### config.mk
export PLATFORM = sky130hd
export DESIGN_NAME = reset_and_sdo_guard_ctrl
export DESIGN_NICKNAME = d
export VERILOG_FILES = /design/src/include/reset_guard_pkg.sv /design/src/include/flag_if.sv /design/src/core/clear_on_read_flag.sv /design/src/core/reset_and_sdo_guard_ctrl.sv
export VERILOG_INCLUDE_DIRS = /design/src /design/src/include
export SDC_FILE = /design/constraint.sdc
export NUM_CORES = 1
export LEC_CHECK = 0
export BUFFER_PORTS_ARGS = -buffer_cell sky130_fd_sc_hd__buf_2
export CAP_MARGIN = 0
export CORE_MARGIN = 5
export CORE_UTILIZATION = 31
export DETAILED_ROUTE_END_ITERATION = 16
export PLACE_DENSITY = 0.54
export SLEW_MARGIN = 20
export SYNTH_ARGS = -nofsm -noshare
export SYNTH_HDL_FRONTEND = slang
export SYNTH_SLANG_ARGS = --single-unit
### constraint.sdc
create_clock -name sys_clk -period 1.31 [get_ports sys_clk]
set_clock_uncertainty 0.1 [all_clocks]
set_input_delay 0.262 -clock sys_clk [delete_from_list [all_inputs] [get_ports sys_clk]]
set_output_delay 0.262 -clock sys_clk [all_outputs]
set_load 0.1 [all_outputs]
### src/include/reset_guard_regs.svh
// Reset values and pin positions for the reset and serial-output guard
`ifndef RESET_GUARD_REGS_SVH
`define RESET_GUARD_REGS_SVH

// Positions inside the synchroniser vector
`define RG_PIN_EXT_RESET      0
`define RG_PIN_IO_STABLE      1
`define RG_PIN_CHIP_SELECT    2
`define RG_PIN_SDO_OVERVOLT   3
`define RG_PIN_COUNT          4

// Idle pin levels taken by the synchroniser under reset
`define RG_SYNC_RST           4'h5

// Channel defaults: low side, N-channel, output disabled
`define RG_CFG_HIGH_SIDE_RST  1'b0
`define RG_CFG_P_TYPE_RST     1'b0
`define RG_CHAN_ENABLE_RST    1'b0

// Flag reset values
`define RG_POR_FLAG_RST       1'b1
`define RG_OTHER_FLAG_RST     1'b0

`endif

### src/include/reset_guard_pkg.sv
// Types shared by the reset and serial-output guard
`default_nettype none
package reset_guard_pkg;

  typedef enum logic [1:0] {
    SDO_ENABLED  = 2'b00,
    SDO_TRIPPED  = 2'b01,
    SDO_WAIT_CS  = 2'b10
  } sdo_state_type;

endpackage
`default_nettype wire

### src/include/flag_if.sv
// Carrier between the guard and one clear-on-read event flag
`default_nettype none
interface flag_if;
  logic set;
  logic read;
  logic discard;
  logic flag;

  modport owner (output set, output read, output discard, input flag);
  modport keeper (input set, input read, input discard, output flag);
endinterface
`default_nettype wire

### src/core/clear_on_read_flag.sv
// Sticky event flag, cleared on read, where a new event beats the clear
`default_nettype none
module clear_on_read_flag #(
  parameter logic RESET_VALUE = 1'b0
) (
  input  wire logic sys_clk,
  input  wire logic rst_n,
  flag_if.keeper    port
);

  logic flag_reg;
  logic flag_next;

  // Set has priority so an event during the read survives it
  assign flag_next = port.set | (flag_reg & ~port.read & ~port.discard);

  always_ff @(posedge sys_clk or negedge rst_n) begin
    if (!rst_n) begin
      flag_reg <= RESET_VALUE;
    end else begin
      flag_reg <= flag_next;
    end
  end

  assign port.flag = flag_reg;

  set_survives_read_a: assert property (@(posedge sys_clk) disable iff (!rst_n)
    port.set |=> flag_reg) else $error("flag lost an event during a read");

endmodule
`default_nettype wire

### src/core/reset_and_sdo_guard_ctrl.sv
// Reset combining, channel hold-off and serial-output overvoltage guard
//
// How it works
// - Serial-output overvoltage switches the output driver off, blocking back-feed.
// - After overvoltage ends, driver returns at next chip-select rising edge, or after either reset.
// - Overvoltage flag is sticky and cleared only by a host read or either reset.
// - Below power-on release: logic reset, outputs three-state, bias and pump off.
// - Above release: logic runs, serial traffic accepted once I/O supply is stable.
// - External reset is active low and pulled up internally when unconnected.
// - Open-load detection suppressed while external reset is asserted.
// - Charge pump held off while external reset is asserted.
// - Power-on and external reset each set their own clear-on-read flag.
// - Both reset sources are ORed; full operation needs both released.
// - Leaving reset, every channel is low-side N-channel.
// - Channels stay three-stated until the host sets their enable bit.
// - Enabled outputs follow their control while no reset is active.
// - Any reset disables all outputs and drops stored diagnostic data.
// - Charge pump starts only with supply released and external reset inactive.
`default_nettype none
`include "reset_guard_regs.svh"
module reset_and_sdo_guard_ctrl
  import reset_guard_pkg::*;
#(
  parameter int CHANNELS = 8
) (
  input  wire logic                sys_clk,
  input  wire logic                rst_n,
  input  wire logic                external_reset_low,
  output logic                     external_reset_pullup_en,
  input  wire logic                io_supply_stable,
  input  wire logic                chip_select_low,
  input  wire logic                sdo_overvolt_detect,
  input  wire logic                sdo_data,
  output logic                     sdo_out,
  output logic                     sdo_oe,
  output logic                     spi_accept,
  input  wire logic                cfg_write,
  input  wire logic [CHANNELS-1:0] cfg_high_side,
  input  wire logic [CHANNELS-1:0] cfg_p_type,
  input  wire logic [CHANNELS-1:0] cfg_output_enable,
  input  wire logic [CHANNELS-1:0] channel_control,
  output logic [CHANNELS-1:0]      channel_high_side,
  output logic [CHANNELS-1:0]      channel_p_type,
  output logic [CHANNELS-1:0]      channel_output_enable,
  output logic [CHANNELS-1:0]      channel_drive,
  output logic [CHANNELS-1:0]      channel_drive_oe,
  output logic                     charge_pump_enable,
  output logic                     open_load_bias_enable,
  output logic                     open_load_detect_enable,
  output logic                     diagnostic_clear,
  input  wire logic                por_flag_read,
  input  wire logic                external_reset_flag_read,
  input  wire logic                serial_out_overvolt_flag_read,
  output logic                     por_flag,
  output logic                     external_reset_flag,
  output logic                     serial_out_overvolt_flag
);

  // Refused at elaboration: the channel vectors must fit one word
  if (CHANNELS < 1 || CHANNELS > 32) begin : g_bad_channels
    $error("CHANNELS must be 1 to 32");
  end

  ////////////////////////////////////////////////////////////////////////////
  // Pin synchronisers

  logic [`RG_PIN_COUNT-1:0] sync1_reg;
  logic [`RG_PIN_COUNT-1:0] sync2_reg;
  logic [`RG_PIN_COUNT-1:0] pins_raw;

  assign pins_raw = {sdo_overvolt_detect, chip_select_low,
                     io_supply_stable, external_reset_low};

  always_ff @(posedge sys_clk or negedge rst_n) begin
    if (!rst_n) begin
      sync1_reg <= `RG_SYNC_RST;
      sync2_reg <= `RG_SYNC_RST;
    end else begin
      sync1_reg <= pins_raw;
      sync2_reg <= sync1_reg;
    end
  end

  logic ext_reset_active;
  logic io_stable;
  logic cs_low;
  logic overvolt;

  assign ext_reset_active = ~sync2_reg[`RG_PIN_EXT_RESET];
  assign io_stable        = sync2_reg[`RG_PIN_IO_STABLE];
  assign cs_low           = sync2_reg[`RG_PIN_CHIP_SELECT];
  assign overvolt         = sync2_reg[`RG_PIN_SDO_OVERVOLT];

  ////////////////////////////////////////////////////////////////////////////
  // Chip-select edge and serial-output guard

  logic cs_prev_reg;
  logic cs_rise;
  sdo_state_type sdo_state_reg;
  sdo_state_type sdo_state_next;

  // Rising edge of the pin means the frame has ended
  assign cs_rise = cs_low & ~cs_prev_reg;

  always_comb begin
    sdo_state_next = sdo_state_reg;
    case (sdo_state_reg)
      SDO_ENABLED: begin
        if (overvolt) begin
          sdo_state_next = SDO_TRIPPED;
        end
      end
      SDO_TRIPPED: begin
        if (!overvolt) begin
          sdo_state_next = SDO_WAIT_CS;
        end
      end
      SDO_WAIT_CS: begin
        if (overvolt) begin
          sdo_state_next = SDO_TRIPPED;
        end else if (cs_rise) begin
          sdo_state_next = SDO_ENABLED;
        end
      end
      default: begin
        sdo_state_next = SDO_TRIPPED;
      end
    endcase
  end

  logic sdo_oe_next;
  logic spi_accept_next;

  // Overvoltage is gated here too: the state lags it by a cycle
  assign spi_accept_next = io_stable & ~ext_reset_active;
  assign sdo_oe_next     = spi_accept_next & ~cs_low & ~overvolt
                         & (sdo_state_reg == SDO_ENABLED);

  always_ff @(posedge sys_clk or negedge rst_n) begin
    if (!rst_n) begin
      cs_prev_reg   <= 1'b1;
      sdo_state_reg <= SDO_ENABLED;
      sdo_oe        <= 1'b0;
      sdo_out       <= 1'b0;
      spi_accept    <= 1'b0;
    end else begin
      cs_prev_reg   <= cs_low;
      sdo_state_reg <= ext_reset_active ? SDO_ENABLED : sdo_state_next;
      sdo_oe        <= sdo_oe_next;
      sdo_out       <= sdo_data & sdo_oe_next;
      spi_accept    <= spi_accept_next;
    end
  end

  ////////////////////////////////////////////////////////////////////////////
  // Channel configuration and output stage

  logic [CHANNELS-1:0] drive_oe_next;

  // Synchronised external reset adds two cycles before outputs drop
  assign drive_oe_next = channel_output_enable & {CHANNELS{~ext_reset_active}};

  always_ff @(posedge sys_clk or negedge rst_n) begin
    if (!rst_n) begin
      channel_high_side     <= {CHANNELS{`RG_CFG_HIGH_SIDE_RST}};
      channel_p_type        <= {CHANNELS{`RG_CFG_P_TYPE_RST}};
      channel_output_enable <= {CHANNELS{`RG_CHAN_ENABLE_RST}};
    end else if (ext_reset_active) begin
      channel_high_side     <= {CHANNELS{`RG_CFG_HIGH_SIDE_RST}};
      channel_p_type        <= {CHANNELS{`RG_CFG_P_TYPE_RST}};
      channel_output_enable <= {CHANNELS{`RG_CHAN_ENABLE_RST}};
    end else if (cfg_write) begin
      channel_high_side     <= cfg_high_side;
      channel_p_type        <= cfg_p_type;
      channel_output_enable <= cfg_output_enable;
    end
  end

  always_ff @(posedge sys_clk or negedge rst_n) begin
    if (!rst_n) begin
      channel_drive_oe <= '0;
      channel_drive    <= '0;
    end else begin
      channel_drive_oe <= drive_oe_next;
      channel_drive    <= channel_control & drive_oe_next;
    end
  end

  ////////////////////////////////////////////////////////////////////////////
  // Charge pump, open-load bias and diagnostics

  always_ff @(posedge sys_clk or negedge rst_n) begin
    if (!rst_n) begin
      charge_pump_enable       <= 1'b0;
      open_load_bias_enable    <= 1'b0;
      open_load_detect_enable  <= 1'b0;
      diagnostic_clear         <= 1'b1;
      external_reset_pullup_en <= 1'b1;
    end else begin
      charge_pump_enable       <= ~ext_reset_active;
      open_load_bias_enable    <= 1'b1;
      open_load_detect_enable  <= ~ext_reset_active;
      diagnostic_clear         <= ext_reset_active;
      external_reset_pullup_en <= 1'b1;
    end
  end

  ////////////////////////////////////////////////////////////////////////////
  // Event flags

  flag_if por_port ();
  flag_if ext_port ();
  flag_if ov_port ();

  // Power-on flag comes up set by the reset itself
  assign por_port.set     = 1'b0;
  assign por_port.read    = por_flag_read;
  assign por_port.discard = 1'b0;
  assign ext_port.set     = ext_reset_active;
  assign ext_port.read    = external_reset_flag_read;
  assign ext_port.discard = 1'b0;
  assign ov_port.set      = overvolt;
  assign ov_port.read     = serial_out_overvolt_flag_read;
  assign ov_port.discard  = ext_reset_active;

  clear_on_read_flag #(.RESET_VALUE(`RG_POR_FLAG_RST)) por_flag_u (
    .sys_clk (sys_clk),
    .rst_n   (rst_n),
    .port    (por_port.keeper)
  );

  clear_on_read_flag #(.RESET_VALUE(`RG_OTHER_FLAG_RST)) ext_flag_u (
    .sys_clk (sys_clk),
    .rst_n   (rst_n),
    .port    (ext_port.keeper)
  );

  clear_on_read_flag #(.RESET_VALUE(`RG_OTHER_FLAG_RST)) ov_flag_u (
    .sys_clk (sys_clk),
    .rst_n   (rst_n),
    .port    (ov_port.keeper)
  );

  assign por_flag                 = por_port.flag;
  assign external_reset_flag      = ext_port.flag;
  assign serial_out_overvolt_flag = ov_port.flag;

  ////////////////////////////////////////////////////////////////////////////
  // Checks

  sdo_off_overvolt_a: assert property (@(posedge sys_clk) disable iff (!rst_n)
    overvolt |=> !sdo_oe) else $error("serial output driven during overvoltage");

  sdo_wait_edge_a: assert property (@(posedge sys_clk) disable iff (!rst_n)
    (sdo_state_reg == SDO_WAIT_CS) && !cs_rise && !ext_reset_active
      |=> (sdo_state_reg != SDO_ENABLED))
    else $error("serial output re-enabled without chip-select edge");

  ov_flag_sticky_a: assert property (@(posedge sys_clk) disable iff (!rst_n)
    serial_out_overvolt_flag && !serial_out_overvolt_flag_read && !ext_reset_active
      |=> serial_out_overvolt_flag) else $error("overvolt flag dropped without read");

  spi_accept_a: assert property (@(posedge sys_clk) disable iff (!rst_n)
    io_stable && !ext_reset_active |=> spi_accept)
    else $error("serial traffic refused with supplies good");

  open_load_off_a: assert property (@(posedge sys_clk) disable iff (!rst_n)
    ext_reset_active |=> !open_load_detect_enable)
    else $error("open-load detection active in external reset");

  pump_off_reset_a: assert property (@(posedge sys_clk) disable iff (!rst_n)
    ext_reset_active |=> !charge_pump_enable)
    else $error("charge pump on in external reset");

  ext_flag_set_a: assert property (@(posedge sys_clk) disable iff (!rst_n)
    ext_reset_active |=> external_reset_flag) else $error("external reset not flagged");

  default_config_a: assert property (@(posedge sys_clk) disable iff (!rst_n)
    ext_reset_active |=> (channel_high_side == '0) && (channel_p_type == '0))
    else $error("channel config not default after reset");

  stay_tristate_a: assert property (@(posedge sys_clk) disable iff (!rst_n)
    !channel_output_enable[0] |=> !channel_drive_oe[0])
    else $error("channel driven without enable");

  follow_control_a: assert property (@(posedge sys_clk) disable iff (!rst_n)
    channel_output_enable[0] && !ext_reset_active
      |=> channel_drive[0] == $past(channel_control[0]))
    else $error("enabled channel not following control");

  reset_drops_all_a: assert property (@(posedge sys_clk) disable iff (!rst_n)
    ext_reset_active ##1 ext_reset_active |=> (channel_drive_oe == '0) && !sdo_oe)
    else $error("outputs still enabled in reset");

endmodule
`default_nettype wire

## Yosys cells after proc, flatten, opt, wreduce, memory -nomap -nowiden

Cells that the tools add are included.

| storage, ports and cells | value |
|---|---|
| register bits after elaboration | 60 |
| latch bits | 0 |
| bits in writable memories | 0 |
| ROM bits | 0 |
| input bits | 43 |
| output and inout bits | 51 |
| memories | 0 |

| operators by class | value |
|---|---|
| add/subtract/negate cells | 0 |
| multiply operators | 0 |
| divide/modulo/power cells | 0 |
| magnitude comparators | 0 |
| equality and inequality tests | 6 |
| shift-type cells | 0 |
| muxes and demuxes | 12 |
| bitwise gates (word level) | 21 |
| reduce and logical (&&, ||, !) cells | 2 |

Operators with widths:

| kind | number |
|---|---|
| 8-bit two-way mux | 6 |
| 8-bit bitwise AND | 2 |
| 1-bit bitwise AND | 10 |
| 2-bit two-way mux | 5 |
| 1-bit inverter | 7 |
| 3-bit != test (second input constant) | 2 |
| 2-bit one-hot mux with 3 select lines | 1 |
| 4-bit != test (second input constant) | 1 |
| 3-bit AND reduction | 1 |
| 2-bit by 1-bit == test with 1-bit output (second input constant) | 1 |
| 2-bit == test (second input constant) | 1 |
| 2-bit zero test | 1 |
| 2-bit != test (second input constant) | 1 |
| 1-bit bitwise OR | 2 |

## Logic depth before layout (Yosys ltp)

Gate-level depths: netlist (run 1).

| logic depth | value |
|---|---|
| depth in word-level cells | 6 |
| depth in mapped cells | 4 |
| mapped depth without buffers | 3 |

## Modules after synthesis

Synthesis (run 1) repeated with hierarchy kept, for this count alone.

| second synthesis, totals | value |
|---|---|
| cells, all modules | 152 |
| area, all modules | 2127.0 um^2 |

By module, submodules not included:

| module | instances | cells each | area an instance (um^2) | sequential area each (um^2) |
|---|---|---|---|---|
| reset_and_sdo_guard_ctrl | 1 | 143 | 2016.9 | 1433.9 |
| clear_on_read_flag at ext_flag_u ... | 2 | 3 | 36.3 | 25.0 |
| clear_on_read_flag at por_flag_u | 1 | 3 | 37.5 | 26.3 |

## Worst setup path after synthesis (run 1)

Ideal clock, no wire load.

| timing | value |
|---|---|
| kind | reg-to-output |
| from | reg open_load_detect_enable |
| to | out open_load_detect_enable |
| arrival | 1.324 ns |
| required time | 0.948 ns |
| setup slack | -0.376 ns |
| cell stages (with the launch flop) | 2 |
| cells stage by stage | dfrtp_1 -> buf_4 |

RTL lines:

| what | line | source |
|---|---|---|
| start: declaration | reset_and_sdo_guard_ctrl.sv:49 | `output logic open_load_detect_enable,` |
| start signal: assignment | reset_and_sdo_guard_ctrl.sv:202 | `open_load_detect_enable <= ~ext_reset_active;` |

No word-level cell between the ends.

## Final worst setup path (run 1)

| timing | value |
|---|---|
| from | reg por_flag_u.flag_reg, in the netlist por_flag_u.port.flag |
| to | out por_flag |

RTL lines:

| what | line | source |
|---|---|---|
| start: declaration | clear_on_read_flag.sv:11 | `logic flag_reg;` |
| start signal: assignment | clear_on_read_flag.sv:21 | `flag_reg <= flag_next;` |
| end: declaration | reset_and_sdo_guard_ctrl.sv:54 | `output logic por_flag,` |

No word-level cell between the ends.

==> impl_metrics.yaml, run 1 <==
clock_tree:
  cts_buffer_depth: 2
  clk_pin_slew_ns: 0.07
  clk_latency_ns: 0.32
  cts_resized: 0
  cts_max_level: 3
  cts_tree: "done"
  cts.sink_count: 60
  cts_buffers: 9
  root_buffer: "clkbuf_8"
route:
  routed_via_density: 4.29
  drtIter0Drc: 33
  firstDrtPassIters: 3
  wl_per_cell_um: 14.2
  vias: 1496
  wl_mm: 4.95
  antenna_left: 0
  post-route-drc-count: 0
place:
  place_ws_ns: 0.116
  hpwl_mm: 3.59
  io_buffers: 92
  dpl_cell_area_um2: 3480
  dp_cells: 319
  gp_congestion: 0.681
worst_setup_path:
  cp.required_ns: 0.95
  critPathMaxFanout: 2
  slowest_stage: "dfstp_2"
  worst_setup_path_end_kind: "output pin"
  cp_data_arrival_time_ns: 1.04
  crit_buf_inv: 1
  cp_top_family: "flip-flops"
  critPathMaxStageDelay_ns: 0.55
  critPathLaunchType: "flip-flop"
  worstPathCellList: "buf_12"
  crit_type: "flip-flop to output pin"
grt:
  grt_max_degree: 34
  grt_pass1_wl_mm: 8.01
  antenna_found_initial: 0
  grt_pass1_vias: 1585
  grt_usage_pct: 12.1
  grt-ovfl-total: 0
power_and_ir_drop:
  swShare_pct: 29.7
  clkPwrFrac_pct: 35.7
  ir_drop_mv: 0.640
  power.internal_uw: 3460
  power_density_nw_per_um2: 1290
  pwr-share-seq_pct: 41.5
  p_comb_share_pct: 22.9
  power_uw: 4920
  p_switching_uw: 1460
  p_leak_uw: 0.00185
finish:
  fin_cells: 349
  drive_above_1_share_pct: 58.4
  antennaDiodeCount: 0
  final_cell_area_um2: 3830
  area_growth_pct: 79.3
  nets: 307
  final_util_pct: 56.6
sta:
  timing.final.crit_share_pct: 107
  setup_violations: 4
  fin_crit_ns: 1.40
  grt_setup_unrepaired: "yes"
  slew_violations: 0
  hold_violations: 0
  setup_ws_ns: -0.0913
  fmax_mhz: 714
synthesis:
  synthTopCellsByArea: "dfrtp_1 (62%), mux2i_1 (11%), dfstp_2 (8.6%)"
  yosys_warnings: 0
  ys_seq_elements: 60
  synth_area_um2: 2130
  synth.avg_cell_area_um2: 14.1
  synthCells: 151
  yosysTopAreaCell: "dfrtp_1"
  synth.top_cell.area_share_pct: 62.1
  synth-seq-area-share_pct: 70.8
  synth.distinct_cells: 22
outcome:
  violations: "setup timing"
  status: "finished, violations left"
floorplanning:
  placementRows: 30
  initial_core_util_pct: 31.6
  die_width_um: 93.0
  core_area_um2: 6760
  dieArea_um2: 8650
  io_pins: 94
  fp.dieH_um: 93.0
run:
  max-cap-violations: 0
hold_path:
  hold_class: "input port to flip-flop"
## layout by cell type (no fill, tap or decap), types with 2 or more instances in the layout
master          n
inv_1           2
clkbuf_8       13
conb_1          2
a21oi_1         2
buf_12         53
dfstp_2         7
nor2_1         25
nand2b_1        2
dfrtp_2        26
buf_4           8
mux2i_1        24
dfrtp_1        26
buf_2          42
dlygate4sd3_1   7
and3_1          8
and2_1         10
## cells by family (layout without fill, tap and decap cells)
group / Yosys count / after routing / share of synthesized area (%)
mux: 24 / 24 / 11.3
buf+inv: 12 / 129 / 3.81
simple gates: 50 / 50 / 12.9
compound gates: 4 / 4 / 1.11
flops: 60 / 60 / 70.8
other cells: 1 / 2 / 0.176
## final cells by class
type	count	area [µm²]
clock buffers	13	179
flip-flops and latches	60	1550
well taps	80	100
clock inverters	3	42.5
multi-input cells	80	547
fillers	554	2930
inverters	3	11.3
repair buffers	110	1400
## power by group through the flow
stage | clock, µW | sequential [µW] | combinational (µW)
after floorplan | 0 | 2530 | 159
after global placement | 0 | 2070 | 1090
after detailed placement | 0 | 2080 | 1100
after CTS | 1830 | 2040 | 1130
after global routing | 1910 | 2050 | 1170
final | 1760 | 2040 | 1120
## what timing repair did
action / 4_1_cts / 5_1_grt
endpoints found under the setup margin: 10 / 24
buffers inserted: 5 / 2
pin swaps: 0 / 0
endpoints found under the hold margin: 59 / 0
hold buffers: 7 / 0
## synthesized netlist by cell type
cell and count:
inv_1 2, dfstp_2 7, dfrtp_1 53, buf_4 3, and3_1 8, conb_1 1
buf_6 3, inv_2 1, buf_2 2, nand3b_1 1, or2b_1 1, o21ai_0 1
a31o_2 1, nor2_1 25, clkbuf_1 1, and2_1 10, nor2b_1 1, nand2b_4 1
nand2b_1 2, mux2i_1 24, a21oi_1 2, nor4_4 1
## metrics by stage
stage | setup TNS (ns) | hold WS, ns
2_1_floorplan | 0 | -0.134
3_3_place_gp | 0 | 0.00644
3_5_place_dp | 0 | 0.00745
4_1_cts | -0.374 | 0.0553
5_1_grt | -0.565 | 0.0504
6_report | -0.272 | 0.0703
## path summary, 6_finish.rpt
| kind | start | endpoint | slack, ns | depth (start not counted) |
|---|---|---|---|---|
| max | por_flag_u.port.flag$_DFF_PN1_ | por_flag | -0.09 | 1 |
| min | sdo_data | sdo_out$_DFF_PN0_ | 0.07 | 2 |
| max reg2reg | sync2_reg[0]$_DFF_PN1_ | sdo_out$_DFF_PN0_ | 0.10 | 3 |
| min reg2reg | sync1_reg[1]$_DFF_PN0_ | sync2_reg[1]$_DFF_PN0_ | 0.25 | 0 |
| max in group asynchronous | rst_n | diagnostic_clear$_DFF_PN1_ | 0.41 | 3 |
| min in group asynchronous | rst_n | channel_drive_oe[2]$_DFF_PN0_ | 0.21 | 2 |
## routing by layer
metal	vias to the layer above	track usage [%]	wire, µm
met3	6	3.38	384
met4	0	6.23	69
met5	-	0	0
li1	715	-	-
met2	63	19.1	2400
met1	712	15.0	2100
Power figures use the tool's default switching activity.
==> inputs of run 2 (changes only) <==
--- a/config.mk
+++ b/config.mk
@@ -11,7 +11,7 @@
 export CORE_MARGIN = 5
 export CORE_UTILIZATION = 31
 export DETAILED_ROUTE_END_ITERATION = 16
-export PLACE_DENSITY = 0.54
+export PLACE_DENSITY = 0.57
 export SLEW_MARGIN = 20
 export SYNTH_ARGS = -nofsm -noshare
 export SYNTH_HDL_FRONTEND = slang
==> run 2 against run 1 <==
The run still ends with setup timing left. Power down 8.9%. Final area down 2.9%. Via count about the same. Core utilization down 1.6 points. Register-to-register slack about the same. Maximum frequency down 0.42%. Clock-buffer cell count unchanged. Global-route usage about the same. Routed wire length down 0.49%. Critical path depth unchanged. First-iteration DRC count down 6.1%. Die area unchanged.
==> impl_metrics.yaml, run 2 (synthesized netlist as in run 1, its figures left out) <==
outcome:
  status: "finished, violations left"
  violations: "setup timing"
worst_setup_path:
  slowest_stage: "dfstp_2"
  critPathMaxFanout: 2
  critPathMaxStageDelay_ns: 0.55
  critPathLaunchType: "flip-flop"
  cp.required_ns: 0.95
  worst-r2r-setup-slack_ns: 0.09
  worstPathCellList: "buf_12"
  crit_buf_inv: 1
  cp_top_family: "flip-flops"
  r2r_end: "sdo_out$_DFF_PN0_"
  cp_data_arrival_time_ns: 1.05
  worstReg2RegStart: "sync2_reg[0]$_DFF_PN1_"
  crit_type: "flip-flop to output pin"
  worst_setup_path_end_kind: "output pin"
  reg2reg_depth: 3
hold_path:
  hold_class: "input port to flip-flop"
  hold_path_depth: 2
  hold_start: "sdo_data"
  hold_end: "sdo_out$_DFF_PN0_"
grt:
  grt_pass1_wl_mm: 7.93
  grt_use_met1_pct: 14.4
  gr-max-usage-layer: "met2"
  antenna_found_initial: 1
  grt_pass1_vias: 1580
  use_met2_pct: 18.7
  grt-ovfl-total: 0
  grt_usage_pct: 12.1
  use_met3_pct: 6.11
  grt_max_degree: 61
power_and_ir_drop:
  power_density_nw_per_um2: 1210
  p_switching_uw: 1440
  power_uw: 4480
  p_comb_share_pct: 24.8
  ir_drop_mv: 0.628
  pwr-share-seq_pct: 45.5
  p_leak_uw: 0.00180
  swShare_pct: 32.1
  power.internal_uw: 3040
  clkPwrFrac_pct: 29.7
finish:
  nets: 303
  drive_above_1_share_pct: 56.2
  final_cell_area_um2: 3720
  layout_common_cells: "buf_12 (52), buf_2 (42), dfrtp_1 (26), dfrtp_2 (26), nor2_1 (25)"
  antennaDiodeCount: 0
  layout_commonest_cell: "buf_12"
  area_growth_pct: 74.2
clock_tree:
  root_buffer: "clkbuf_8"
  cts_resized: 0
  cts.sink_count: 60
  cts_buffer_depth: 2
  cts_tree: "done"
  cts_buffers: 9
  cts_max_level: 3
  clk_pin_slew_ns: 0.07
  clk_latency_ns: 0.32
route:
  firstDrtPassIters: 3
  drtIter0Drc: 31
  vias: 1497
  post-route-drc-count: 0
  routed_via_density: 4.34
  wl_per_cell_um: 14.3
  wl_mm: 4.92
  antenna_left: 0
sta:
  fin_crit_ns: 1.41
  hold_violations: 0
  fmax_mhz: 711
  timing.final.crit_share_pct: 107
  holdWs_ns: 0.0715
  setup_violations: 4
  grt_setup_unrepaired: "yes"
  setup_tns_ns: -0.280
  setup_ws_ns: -0.0973
  slew_violations: 0
floorplanning:
  io_pins: 94
  core_area_um2: 6760
  dieArea_um2: 8650
  initial_core_util_pct: 31.6
  placementRows: 30
  die_width_um: 93.0
  fp.dieH_um: 93.0
place:
  dpl_cell_area_um2: 3460
  gp_congestion: 0.677
  io_buffers: 92
  hpwl_mm: 3.50
run:
  max-cap-violations: 0
## run 2: power groups by stage
stage          clock, µW  combinational (µW)  sequential [µW]
2_1_floorplan          0                 159             2530
3_3_place_gp           0                1090             2070
3_5_place_dp           0                1090             2080
4_1_cts             1390                1130             2040
5_1_grt             1480                1160             2050
6_report            1330                1110             2040
## run 2: area by class of cell
type                    count  area, µm²
clock buffers              13        139
clock inverters             3       15.0
fillers                   595       3040
inverters                   3       11.3
multi-input cells          80        547
flip-flops and latches     60       1550
well taps                  80        100
repair buffers            106       1360
## run 2: worst max-delay path by stage
stage | start | to | slack (ns) | depth (start not counted)
finish | por_flag_u.port.flag$_DFF_PN1_ | por_flag | -0.1 | 1
global route | por_flag_u.port.flag$_DFF_PN1_ | por_flag | -0.14 | 1
CTS | por_flag_u.port.flag$_DFF_PN1_ | por_flag | -0.12 | 1
detailed placement | sync2_reg[0]$_DFF_PN1_ | channel_high_side[4]$_DFFE_PN0P_ | 0.09 | 2
global placement | sync2_reg[0]$_DFF_PN1_ | sdo_out$_DFF_PN0_ | 0.14 | 3
floorplan | open_load_detect_enable$_DFF_PN0_ | open_load_detect_enable | 0.006 | 1
## run 2: metrics by stage
step / util [%] / setup WS [ns] / cells
2_1_floorplan: - / 0.00589 / 152
3_3_place_gp: 51.3 / 0.140 / 318
3_5_place_dp: 51.3 / 0.0876 / 318
4_1_cts: 55.0 / -0.125 / 345
5_1_grt: 55.0 / -0.144 / 345
6_report: 55.0 / -0.0973 / 345
## run 2: timing repair
| action | 4_1_cts | 5_1_grt |
|---|---|---|
| hold endpoints to repair | 59 | 0 |
| setup endpoints to repair | 11 | 24 |
| setup buffers | 4 | 0 |
| pin swaps | 0 | 0 |
| hold buffers | 7 | 0 |
## run 2: layer usage
layer / vias to the layer above / share of wire, %
met4: 2 / 0.85
met5: - / 0.14
met1: 731 / 40
li1: 706 / -
met3: 6 / 8.2
met2: 52 / 50
==> inputs of run 3 (changes only) <==
--- a/config.mk
+++ b/config.mk
@@ -9,9 +9,10 @@
 export BUFFER_PORTS_ARGS = -buffer_cell sky130_fd_sc_hd__buf_2
 export CAP_MARGIN = 0
 export CORE_MARGIN = 5
-export CORE_UTILIZATION = 31
+export CORE_UTILIZATION = 46
+export CTS_CLUSTER_SIZE = 28
 export DETAILED_ROUTE_END_ITERATION = 16
-export PLACE_DENSITY = 0.57
+export PLACE_DENSITY = 0.79
 export SLEW_MARGIN = 20
 export SYNTH_ARGS = -nofsm -noshare
 export SYNTH_HDL_FRONTEND = slang
==> run 3 against run 2 <==
The run still ends with setup timing left. Final area is 1.5% higher. Sequential power hardly changed. Combinational power hardly changed. Register-to-register slack better by 0.02 ns. Clock-buffer cell count is 1 higher. Non-clock buffer count is 6 higher. Core utilization is 30 points higher. Hold slack worse by 0.011 ns. Critical path depth stayed put. Die area is 29% lower. Flip-flop and latch count stayed put. Critical path type unchanged. Largest power group unchanged.
==> impl_metrics.yaml, run 3 (synthesized netlist as in run 1, its figures left out) <==
worst_setup_path:
  cp_top_family: "flip-flops"
  r2r_end: "sdo_out$_DFF_PN0_"
  worstPathCellList: "buf_12"
  worstReg2RegStart: "sync2_reg[0]$_DFF_PN1_"
  cp_data_arrival_time_ns: 1.06
  cp.required_ns: 0.95
  crit_buf_inv: 1
  worst_setup_path_end_kind: "output pin"
  startpoint: "por_flag_u.port.flag$_DFF_PN1_"
  crit_type: "flip-flop to output pin"
  worst-r2r-setup-slack_ns: 0.11
  reg2reg_depth: 3
  critPathMaxStageDelay_ns: 0.56
  critPathMaxFanout: 2
  slowest_stage: "dfstp_2"
  critPathLaunchType: "flip-flop"
route:
  wl_mm: 5.34
  antenna_left: 0
  vias: 1530
  firstDrtPassIters: 4
  drtIter0Drc: 76
  wl_per_cell_um: 16.5
  routed_via_density: 4.74
  post-route-drc-count: 0
floorplanning:
  initial_core_util_pct: 48.4
  placementRows: 24
  core_area_um2: 4410
  io_pins: 94
  fp.dieH_um: 78.1
  die_width_um: 78.1
  dieArea_um2: 6100
grt:
  grt-ovfl-total: 0
  grt_max_degree: 61
  grt_usage_pct: 18.1
  grt_pass1_wl_mm: 8.54
  antenna_found_initial: 0
  grt_pass1_vias: 1657
sta:
  timing.final.crit_share_pct: 108
  fmax_mhz: 704
  fin_crit_ns: 1.42
  slew_violations: 0
  hold_violations: 0
  setup_violations: 4
  setup_tns_ns: -0.316
  setup_ws_ns: -0.111
  grt_setup_unrepaired: "yes"
clock_tree:
  cts_max_level: 3
  cts_buffers: 9
  cts.sink_count: 60
  clk_pin_slew_ns: 0.07
  clk_latency_ns: 0.32
  root_buffer: "clkbuf_8"
  cts_tree: "done"
  cts_buffer_depth: 2
power_and_ir_drop:
  p_leak_uw: 0.00184
  power_uw: 4760
  power_density_nw_per_um2: 1260
  ir_drop_mv: 1.08
place:
  gp_congestion: 0.723
  hpwl_mm: 3.81
  io_buffers: 92
finish:
  layout_commonest_cell: "buf_12"
  drive_above_1_share_pct: 57.2
  layout_common_cells: "buf_12 (53), buf_2 (42), dfrtp_1 (26), dfrtp_2 (26), nor2_1 (25)"
  area_growth_pct: 76.8
  fillCellCount: 207
  nets: 309
  antennaDiodeCount: 0
hold_path:
  hold_path_depth: 2
  hold_end: "sdo_out$_DFF_PN0_"
  hold_class: "input port to flip-flop"
  hold_start: "sdo_data"
outcome:
  violations: "setup timing"
  status: "finished, violations left"
run:
  max-cap-violations: 0
-- run 3: cell count changes in the layout (fill, tap and decap cells not counted) --
cell       before  now
buf_12         52   53
buf_4           5   10
bufinv_16       0    1
clkbuf_8        9   10
clkinv_2        3    1
-- run 3: layout make-up --
| class | instances | area, µm² | area share (%) |
|---|---|---|---|
| sequential | 60 | 1550 | 41.0 |
| timing repair buffer | 112 | 1420 | 37.5 |
| multi-input combinational | 80 | 547 | 14.5 |
| clock buffer | 14 | 153 | 4.05 |
| tap | 52 | 65.1 | 1.72 |
| clock inverter | 2 | 35.0 | 0.928 |
| inverter | 3 | 11.3 | 0.298 |
-- run 3: timing repair --
| action | CTS | global route |
|---|---|---|
| hold endpoints to repair | 59 | 0 |
| hold buffers | 7 | 0 |
| buffers inserted | 5 | 4 |
| endpoints found under the setup margin | 10 | 29 |
| resized for setup | 0 | 0 |
-- run 3: worst max-delay path by stage --
| stage | to | slack (ns) | cells after the start |
|---|---|---|---|
| finish | por_flag | -0.11 | 1 |
| global route | por_flag | -0.16 | 1 |
| CTS | por_flag | -0.13 | 1 |
| detailed placement | sdo_out$_DFF_PN0_ | 0.11 | 3 |
| global placement | sdo_out$_DFF_PN0_ | 0.17 | 3 |
| floorplan | open_load_detect_enable | 0.006 | 1 |
-- run 3: stage by stage --
stage                     hold WS [ns]  cell area (µm²)  std cells  utilization, %  setup WS, ns
final                           0.0606             3770        323            85.5        -0.111
after global routing            0.0536             3770        323            85.5        -0.159
after CTS                       0.0474             3740        319            84.8        -0.127
after detailed placement         0.195             3450        291            78.1         0.107
after global placement           0.188             3450        291            78.1         0.175
after floorplan                 -0.134             2170        152               -       0.00589
-- run 3: power by group --
part / switching, µW / leakage, µW / total, µW / internal, µW
logic: 715 / 0.00102 / 1140 / 425
registers: 85.2 / 0.000733 / 2040 / 1960
clock network: 650 / 0.0000947 / 1580 / 931
-- run 3: layer usage --
| metal | up-vias | share of wire, % | GRT usage, % |
|---|---|---|---|
| li1 | 718 | - | - |
| met1 | 735 | 38 | 20.8 |
| met2 | 71 | 53 | 31.0 |
| met3 | 6 | 8.3 | 5.61 |
| met4 | 0 | 1.5 | 7.60 |
| met5 | - | 0 | 0 |
